### src/rtl/sslsup_consts.svh
// Constants for the serial slave link supervisor
// Assumes a 10 MHz system clock; included by bare name
`ifndef SSLSUP_CONSTS_SVH
`define SSLSUP_CONSTS_SVH
`define SSLSUP_CLK_HZ        10000000
`define SSLSUP_ADDR_MAX      8'hC7
`define SSLSUP_ADDR_ALIAS    8'hFF
`define SSLSUP_REG_FREE_LO   16'h0004
`define SSLSUP_REG_FREE_HI   16'h0005
`define SSLSUP_GAP_MAX       7'h63
`define SSLSUP_BITS_PER_CHAR 11
`define SSLSUP_SEC_CYCLES    (`SSLSUP_CLK_HZ)
`endif

### src/rtl/sslsup_pkg.sv
// Types for the serial slave link supervisor
// Assumes sslsup_consts.svh is compiled alongside
package sslsup_pkg;
  typedef enum logic [2:0] {
    SSLSUP_B1200, SSLSUP_B2400, SSLSUP_B4800, SSLSUP_B9600,
    SSLSUP_B19200, SSLSUP_B38400, SSLSUP_B57600, SSLSUP_B115200
  } sslsup_baud_e;
  typedef enum logic [2:0] {
    SSLSUP_RSP_STD, SSLSUP_RSP_10, SSLSUP_RSP_20, SSLSUP_RSP_50,
    SSLSUP_RSP_100, SSLSUP_RSP_200
  } sslsup_pause_e;
  typedef enum logic [1:0] {
    SSLSUP_AO_OFF, SSLSUP_AO_SCALED, SSLSUP_AO_LINK
  } sslsup_aomode_e;
endpackage

### src/rtl/sslsup_down_counter.sv
// Loadable down counter with a terminal flag
// Assumes one clock, synchronous reset, clock enable
`timescale 1ns/1ns
`default_nettype none
module sslsup_down_counter #(
  parameter int W = 24
) (
  // Clocking
  input  wire logic         clock,
  input  wire logic         sys_rst,
  input  wire logic         clkEn,
  // Control
  input  wire logic         load,
  input  wire logic [W-1:0] loadVal,
  input  wire logic         step,
  // Status
  output logic              isZero
);
  logic [W-1:0] cnt_q;
  logic [W-1:0] cnt_d;

  // Next count
  always_comb begin
    cnt_d = cnt_q;
    if (load) begin
      cnt_d = loadVal;
    end else if (step && cnt_q != '0) begin
      cnt_d = cnt_q - W'(1);
    end
  end

  // Count register
  always_ff @(posedge clock) begin
    if (sys_rst) begin
      cnt_q <= '0;
    end else if (clkEn) begin
      cnt_q <= cnt_d;
    end
  end

  assign isZero = (cnt_q == '0);
endmodule
`default_nettype wire

### src/rtl/sslsup_top.sv
// Serial slave link supervisor: address match, write permit, gap watchdog, reply pause
// Assumes a frame decoder upstream that flags complete valid frames and their fields
// Summary of operation
// RQ1: Station address accepted only 0..199; frames with that address are answered.
// RQ2: With address zero, answer frames addressed to 255 instead.
// RQ3: Line rate selectable among eight settings from 1200 to 115200 baud.
// RQ4: Write permit off refuses configuration register writes from the master.
// RQ5: Registers 04h and 05h stay writable whatever the permit setting.
// RQ6: Gap beyond limit forces link-driven relays and analogue output to alert.
// RQ7: Gap limit 0..99 seconds; zero disables supervision.
// RQ8: Standard reply setting answers with no added delay.
// RQ9: Other settings add 10, 20, 50, 100 or 200 character times.
// RQ10: Master side should pick pauses 10/20/50 for fast marginal converters.
// RQ11: When the fault clears, link-mode analogue output returns to its link value; scaled mode never alerts.
// RQ12: Gap timer restarts per valid frame (code: only frames matching the station address); pause counts from request end.
`timescale 1ns/1ns
`default_nettype none
`include "sslsup_consts.svh"
module sslsup_top
  import sslsup_pkg::*;
#(
  parameter int SEC_CYCLES = `SSLSUP_SEC_CYCLES  // Clock cycles per watchdog second
) (
  // Clocking
  input  wire logic        clock,
  input  wire logic        sys_rst,
  input  wire logic        clkEn,
  // Configuration
  input  wire logic [7:0]  stationAddr,
  input  wire logic [2:0]  baudSel,
  input  wire logic        configWritePermit,
  input  wire logic [6:0]  frameGapLimit,
  input  wire logic [2:0]  replyPauseSetting,
  input  wire logic [1:0]  analogOutputMode,
  // Received frame
  input  wire logic        frameDone,
  input  wire logic [7:0]  frameAddr,
  input  wire logic        frameIsWrite,
  input  wire logic [15:0] frameReg,
  // Relay and analogue sources
  input  wire logic [1:0]  relayLinkCmd,
  input  wire logic [1:0]  relayLinkCtl,
  input  wire logic [1:0]  relayAlertLvl,
  input  wire logic [15:0] analogScaled,
  input  wire logic [15:0] analogLink,
  input  wire logic [15:0] analogAlert,
  // Results
  output logic             addrValid,
  output logic [15:0]      baudDivisor,
  output logic             frameAccept,
  output logic             writeRefused,
  output logic             replyGo,
  output logic             linkAlert,
  output logic [1:0]       relayOut,
  output logic [15:0]      analogOut
);
  // ----------------------------------------------------------------
  // Address and line rate decode
  // ----------------------------------------------------------------
  logic        addrOk;
  logic [7:0]  matchAddr;
  logic [15:0] bitCycles;
  // Address range and alias
  always_comb begin
    addrOk    = (stationAddr <= `SSLSUP_ADDR_MAX);            // RQ1
    matchAddr = (stationAddr == 8'h00) ? `SSLSUP_ADDR_ALIAS   // RQ2
                                       : stationAddr;
  end

  // Clock cycles per bit for each rate
  always_comb begin
    case (sslsup_baud_e'(baudSel))                            // RQ3
      SSLSUP_B1200:   bitCycles = 16'(`SSLSUP_CLK_HZ / 1200);
      SSLSUP_B2400:   bitCycles = 16'(`SSLSUP_CLK_HZ / 2400);
      SSLSUP_B4800:   bitCycles = 16'(`SSLSUP_CLK_HZ / 4800);
      SSLSUP_B9600:   bitCycles = 16'(`SSLSUP_CLK_HZ / 9600);
      SSLSUP_B19200:  bitCycles = 16'(`SSLSUP_CLK_HZ / 19200);
      SSLSUP_B38400:  bitCycles = 16'(`SSLSUP_CLK_HZ / 38400);
      SSLSUP_B57600:  bitCycles = 16'(`SSLSUP_CLK_HZ / 57600);
      SSLSUP_B115200: bitCycles = 16'(`SSLSUP_CLK_HZ / 115200);
      default:        bitCycles = 16'(`SSLSUP_CLK_HZ / 9600);
    endcase
  end

  // ----------------------------------------------------------------
  // Frame acceptance and write permission
  // ----------------------------------------------------------------
  logic hit;
  logic freeReg;
  logic refuse;
  logic accept_d;
  logic accept_q;
  logic refused_d;
  logic refused_q;
  // Frame qualification
  always_comb begin
    hit       = frameDone && addrOk && (frameAddr == matchAddr);  // RQ1
    freeReg   = (frameReg == `SSLSUP_REG_FREE_LO) ||
                (frameReg == `SSLSUP_REG_FREE_HI);                // RQ5
    refuse    = hit && frameIsWrite && !configWritePermit && !freeReg; // RQ4
    accept_d  = hit && !refuse;
    refused_d = refuse;
  end

  // Acceptance pulses
  always_ff @(posedge clock) begin
    if (sys_rst) begin
      accept_q  <= 1'b0;
      refused_q <= 1'b0;
    end else if (clkEn) begin
      accept_q  <= accept_d;
      refused_q <= refused_d;
    end
  end

  // ----------------------------------------------------------------
  // Reply pause
  // ----------------------------------------------------------------
  logic [7:0]  pauseChars;
  logic        pending_q;
  logic        pending_d;
  logic        bitZero;
  logic        charZero;
  logic [3:0]  bitIdx_q;
  logic [3:0]  bitIdx_d;
  logic        charTick;
  logic        go_d;
  logic        go_q;

  // Character count per setting
  always_comb begin
    case (sslsup_pause_e'(replyPauseSetting))
      SSLSUP_RSP_STD: pauseChars = 8'h00;                     // RQ8
      SSLSUP_RSP_10:  pauseChars = 8'h0A;                     // RQ9
      SSLSUP_RSP_20:  pauseChars = 8'h14;
      SSLSUP_RSP_50:  pauseChars = 8'h32;
      SSLSUP_RSP_100: pauseChars = 8'h64;
      SSLSUP_RSP_200: pauseChars = 8'hC8;
      default:        pauseChars = 8'h00;
    endcase
  end

  // Bit timer, reloaded each bit
  sslsup_down_counter #(.W(16)) u_bitTimer (
    .clock   (clock),
    .sys_rst (sys_rst),
    .clkEn   (clkEn),
    .load    (bitZero || hit),
    .loadVal (bitCycles - 16'h0001),
    .step    (1'b1),
    .isZero  (bitZero)
  );

  // Bits within a character
  always_comb begin
    bitIdx_d = bitIdx_q;
    charTick = 1'b0;
    if (hit) begin
      bitIdx_d = 4'h0;
    end else if (bitZero) begin
      if (bitIdx_q == 4'(`SSLSUP_BITS_PER_CHAR - 1)) begin
        bitIdx_d = 4'h0;
        charTick = 1'b1;
      end else begin
        bitIdx_d = bitIdx_q + 4'h1;
      end
    end
  end
  // Bit index register
  always_ff @(posedge clock) begin
    if (sys_rst) begin
      bitIdx_q <= 4'h0;
    end else if (clkEn) begin
      bitIdx_q <= bitIdx_d;
    end
  end

  // Character countdown from end of request
  sslsup_down_counter #(.W(8)) u_charTimer (
    .clock   (clock),
    .sys_rst (sys_rst),
    .clkEn   (clkEn),
    .load    (accept_d),                                      // RQ12
    .loadVal (pauseChars),
    .step    (charTick),
    .isZero  (charZero)
  );

  // Reply release
  always_comb begin
    pending_d = pending_q;
    go_d      = 1'b0;
    if (accept_d) begin
      pending_d = 1'b1;
    end else if (pending_q && charZero) begin
      pending_d = 1'b0;
      go_d      = 1'b1;                                       // RQ8
    end
  end
  // Pending and release registers
  always_ff @(posedge clock) begin
    if (sys_rst) begin
      pending_q <= 1'b0;
      go_q      <= 1'b0;
    end else if (clkEn) begin
      pending_q <= pending_d;
      go_q      <= go_d;
    end
  end

  // ----------------------------------------------------------------
  // Frame gap watchdog
  // ----------------------------------------------------------------
  logic       secZero;
  logic [6:0] secs_q;
  logic [6:0] secs_d;
  logic       alert_d;
  logic       alert_q;
  logic [6:0] limit;

  // Second prescaler, restarted per frame addressed to this station
  sslsup_down_counter #(.W(24)) u_secTimer (
    .clock   (clock),
    .sys_rst (sys_rst),
    .clkEn   (clkEn),
    .load    (secZero || hit),                                // RQ12
    .loadVal (24'(SEC_CYCLES - 1)),
    .step    (1'b1),
    .isZero  (secZero)
  );

  // Elapsed seconds and alert
  always_comb begin
    limit   = (frameGapLimit > `SSLSUP_GAP_MAX) ? `SSLSUP_GAP_MAX : frameGapLimit; // RQ7
    secs_d  = secs_q;
    alert_d = alert_q;
    if (hit) begin
      secs_d  = 7'h00;                                        // RQ12
      alert_d = 1'b0;                                         // RQ11
    end else if (secZero && secs_q != 7'h7F) begin
      secs_d = secs_q + 7'h01;
    end
    if (limit == 7'h00) begin
      alert_d = 1'b0;                                         // RQ7
    end else if (secs_q >= limit && secZero) begin            // Timeout wins over a same-cycle frame
      alert_d = 1'b1;                                         // RQ6
    end
  end
  // Seconds and alert registers
  always_ff @(posedge clock) begin
    if (sys_rst) begin
      secs_q  <= 7'h00;
      alert_q <= 1'b0;
    end else if (clkEn) begin
      secs_q  <= secs_d;
      alert_q <= alert_d;
    end
  end

  // ----------------------------------------------------------------
  // Output registers
  // ----------------------------------------------------------------
  logic [1:0]  relay_d;
  logic [15:0] analog_d;

  // Relay and analogue selection
  always_comb begin
    for (int i = 0; i < 2; i++) begin
      relay_d[i] = relayLinkCmd[i];
      if (relayLinkCtl[i] && alert_d) begin
        relay_d[i] = relayAlertLvl[i];                        // RQ6
      end
    end
    case (sslsup_aomode_e'(analogOutputMode))
      SSLSUP_AO_LINK:   analog_d = alert_d ? analogAlert : analogLink; // RQ6
      SSLSUP_AO_SCALED: analog_d = analogScaled;              // RQ11
      default:          analog_d = 16'h0000;
    endcase
  end
  // Result registers
  always_ff @(posedge clock) begin
    if (sys_rst) begin
      addrValid   <= 1'b0;
      baudDivisor <= 16'h0000;
      relayOut    <= 2'h0;
      analogOut   <= 16'h0000;
    end else if (clkEn) begin
      addrValid   <= addrOk;
      baudDivisor <= bitCycles;
      relayOut    <= relay_d;
      analogOut   <= analog_d;
    end
  end

  assign frameAccept  = accept_q;
  assign writeRefused = refused_q;
  assign replyGo      = go_q;
  assign linkAlert    = alert_q;
endmodule
`default_nettype wire

### config.mk
export PLATFORM = sky130hd
export DESIGN_NAME = sslsup_top
export DESIGN_NICKNAME = d
export VERILOG_FILES = /design/src/rtl/sslsup_pkg.sv /design/src/rtl/sslsup_down_counter.sv /design/src/rtl/sslsup_top.sv
export VERILOG_INCLUDE_DIRS = /design/src /design/src/rtl
export SDC_FILE = /design/constraint.sdc
export NUM_CORES = 1
export LEC_CHECK = 0
export ABC_AREA = 1
export BUFFER_PORTS_ARGS = -buffer_cell sky130_fd_sc_hd__buf_2
export CORE_MARGIN = 5
export CORE_UTILIZATION = 40
export DETAILED_ROUTE_END_ITERATION = 10
export PLACE_DENSITY = 0.71
export SYNTH_ARGS = -nofsm -noshare
export SYNTH_HDL_FRONTEND = slang
export SYNTH_SLANG_ARGS = --single-unit
### constraint.sdc
create_clock -name clock -period 3.1 [get_ports clock]
set_input_delay 0.31 -clock clock [delete_from_list [all_inputs] [get_ports clock]]
set_output_delay 0.31 -clock clock [all_outputs]
set_load 0.005 [all_outputs]
==> results.json <==
{
  "via_per_inst": 4.910,
  "drv_cap": 0,
  "grt_usage_pct": 18.38,
  "synth_edf_count": 0,
  "drt_iter0_drc": 350,
  "p_switching_mw": 1.493,
  "nets": 1234,
  "antenna_found_initial": 0,
  "synth_top_family_by_area": "simple AND/OR/NAND/NOR gates",
  "multi_input_area_um2": 3611,
  "diodes": 0,
  "tightest_slew_ns": 1.114,
  "fp.dieW_um": 134.8,
  "core-area_um2": 15260,
  "critPathKind": "in -> reg",
  "relSlewSlack_pct": 25.48,
  "syn_avg_cell_area_um2": 6.400,
  "min_period_ns": 2.544,
  "fin_tns_setup_ns": 0,
  "insertion_delay_ns": 0.35,
  "synthTopCellsByArea": "dfxtp_1 (31%), nand2_1 (14%), inv_1 (7.3%)",
  "status": "completed",
  "row_count": 45,
  "hp-class": "in -> reg",
  "postSynth.asyncResetShare_pct": 0,
  "rsz0062_at_grt": "false",
  "regArea_um2": 1942,
  "ant_nets": 0,
  "fp.dieArea_um2": 18180,
  "synthSimpleGateAreaFrac_pct": 34.58,
  "cts_setup_buffers": 0,
  "portBuffers": 142,
  "ys_warn_count": 0,
  "clkTransAtPathRegs_ns": 0.07,
  "first_pass_iters": 5,
  "vias": 6481,
  "finalHoldViolCount": 0,
  "critPathMostFrequentCell": "nand2_1",
  "swShare_pct": 35.16,
  "synth_fa_ha_area_share_pct": 4.617,
  "skew_ns": 0.006627,
  "synth_top_area_share_pct": 31.15,
  "cts_buffer_depth": 2,
  "crit_arrival_ns": 2.78,
  "synth-seq-cells": 97,
  "synthMuxAreaShare_pct": 0,
  "p_per_area_nw_per_um2": 567.3,
  "ir_drop_mv": 0.2846,
  "cpPeakStageDelay_ns": 0.23,
  "die_h_um": 134.8,
  "synth_compound_area_share_pct": 15.40,
  "drive_gt1_share_pct": 19.66,
  "wl_met1_mm": 7.501,
  "cts_buffers": 9,
  "drcViolationCount": 0,
  "grt_pass1_vias": 6099,
  "grt_max_degree": 52,
  "cts_tree": "done",
  "synthToLayoutAreaGrowth_pct": 20.09,
  "finalCoreUtilization_pct": 49.06,
  "power_leakage_nw": 3.740,
  "finalSetupViolCount": 0,
  "routedWlPerCell_um": 12.64,
  "slew_violations": 0,
  "worst_ep_required_time_ns": 3.34,
  "pwr-share-seq_pct": 36.1,
  "cts.sinks": 97,
  "post-route-period-util_pct": 82.05,
  "syn_inst": 974,
  "grt-ovfl-total": 0,
  "cts-htree-levels": 3,
  "endpoint_kind": "flop",
  "slowest_stage": "nand3_2",
  "combPwrFrac_pct": 33.3,
  "synth_largest_area_cell": "dfxtp_1",
  "timing.fmax_ghz": 0.3932,
  "grt_pass1_wl_mm": 27.74,
  "start_util_pct": 40.85,
  "path_cells": "buf_2, inv_2, nand2_1, nor2_2, nand2_4, nand3_1, nand2_1, inv_1, nand2_1, nor2_2, nand3_2, nand2_2, nand2_1, nand2_1, ha_1, nand3_2, nor2_4, inv_2, nor2_2, nand3_1, nand2_1, nor2_1",
  "postSynth.topFlopCell": "dfxtp_1",
  "cts-root-buf": "clkbuf_16",
  "n_fill_cell": 1593,
  "gp_congestion": 0.8898,
  "netlist_area_um2": 6233,
  "p_int_mw": 2.754,
  "start_kind": "input port",
  "ys_types": 48,
  "drt_wl_total_mm": 16.68,
  "dr_wl_met3_um": 909,
  "cts_resized": 0,
  "routed.top_layer": "met4",
  "io_pins": 146,
  "ctsHoldBuffers": 0,
  "routed-wl-met2_mm": 7.888,
  "p_clk_share_pct": 30.5,
  "ys_seq_area_share_pct": 31.15,
  "dp_hpwl_mm": 12.75,
  "crit_path_max_fanout": 9,
  "synth_xor_area_share_pct": 3.212
}
==> worst max-delay path, delay by kind of cell <==
kind | cells | cell delay (ns)
fa+ha+maj | 1 | 0.22
buf+inv | 4 | 0.29
simple gates | 17 | 1.94
==> power by group through the flow <==
stage / clock (mW) / sequential (mW) / combinational [mW]
after floorplan: 0 / 1.53 / 1.08
after global placement: 0 / 1.56 / 1.38
after detailed placement: 0 / 1.56 / 1.40
after CTS: 1.32 / 1.53 / 1.42
after global routing: 1.38 / 1.56 / 1.62
final: 1.30 / 1.53 / 1.42
==> synth_stat cells, types with 11 or more instances <==
cell,number
nor4_1,13
inv_2,14
nor2_1,112
nand3_1,47
xnor2_1,11
nand4_1,15
ha_1,23
a21oi_1,73
nor3_1,14
nand2_1,236
dfxtp_1,97
inv_1,121
clkbuf_1,24
o21ai_1,22
o21ai_0,43
==> cell usage in the layout, fill, tap and decap left out, types with 2 or more instances in the layout <==
cell	count
buf_4	10
nand3_1	47
clkinv_1	3
clkbuf_16	9
nor3_1	14
a21oi_1	73
xnor2_1	11
nand3_2	2
nand3b_1	6
or2_2	4
nor2_4	6
inv_1	121
nand2_2	9
a31oi_1	9
conb_1	2
o211ai_1	10
inv_2	14
bufinv_16	3
buf_2	142
ha_1	23
or3_1	2
o21bai_1	5
o21ai_0	43
nor2_2	10
nand2_1	236
nor2_1	112
xor2_1	10
nand4_1	15
a211oi_1	6
nor4_1	13
dfxtp_1	97
o21ai_1	22
==> final cells by class <==
type	instances	share of cell area, %
multi-input combinational	705	48.24
timing repair buffer	153	10.76
tap	211	3.527
inverter	138	6.920
sequential	97	25.94
clock buffer	11	3.243
clock inverter	5	1.371
==> flip-flops by register name, summed over array words and instances (netlist names), 2 cells and up <==
signal / flops
u_secTimer.cnt_q: 24
u_bitTimer.cnt_q: 16
u_charTimer.cnt_q: 8
relayOut: 2
baudDivisor: 14
secs_q: 7
bitIdx_q: 4
analogOut: 16
==> layer usage <==
layer	global-route usage [%]	vias up
met5	0	-
met1	22.95	2905
met4	6.731	0
met3	4.210	31
li1	-	3394
met2	30.99	151
==> metrics by stage <==
| stage | std cells | worst slack [ns] | cell area, um2 | hold slack [ns] | total power [mW] |
|---|---|---|---|---|---|
| floorplan | 975 | 0.6977 | 6237 | 0.4435 | 2.609 |
| global placement | 1304 | 0.2622 | 7141 | 0.4490 | 2.938 |
| detailed placement | 1304 | 0.2290 | 7141 | 0.4552 | 2.960 |
| CTS | 1320 | 0.5707 | 7486 | 0.2894 | 4.265 |
| global route | 1320 | 0.3222 | 7486 | 0.3237 | 4.551 |
| finish | 1320 | 0.5564 | 7486 | 0.3001 | 4.247 |
==> worst paths after layout <==
| path | cells past startpoint | endpoint | start | slack [ns] |
|---|---|---|---|---|
| worst max-delay path | 22 | u_bitTimer.cnt_q[14]$_SDFFE_PP0P_ | stationAddr[3] | 0.56 |
| worst max register to register | 13 | u_bitTimer.cnt_q[14]$_SDFFE_PP0P_ | u_bitTimer.cnt_q[8]$_SDFFE_PP0P_ | 0.72 |
| worst min-delay path | 3 | u_charTimer.cnt_q[7]$_SDFFE_PP0P_ | replyPauseSetting[2] | 0.30 |
| worst min register to register | 2 | analogOut[11]$_SDFFE_PP0P_ | analogOut[11]$_SDFFE_PP0P_ | 0.46 |
==> logic make-up (layout without fill, tap and decap cells) <==
| family | after synthesis | count (layout) |
|---|---|---|
| AND/OR/NAND/NOR | 484 | 484 |
| AO/OA/AOI/OAI | 174 | 174 |
| buffers and inverters | 173 | 307 |
| flip-flops | 97 | 97 |
| adder cells (fa/ha/maj) | 23 | 23 |
| XOR/XNOR | 22 | 22 |
| other | 1 | 2 |
Power figures use the tool's default switching activity.
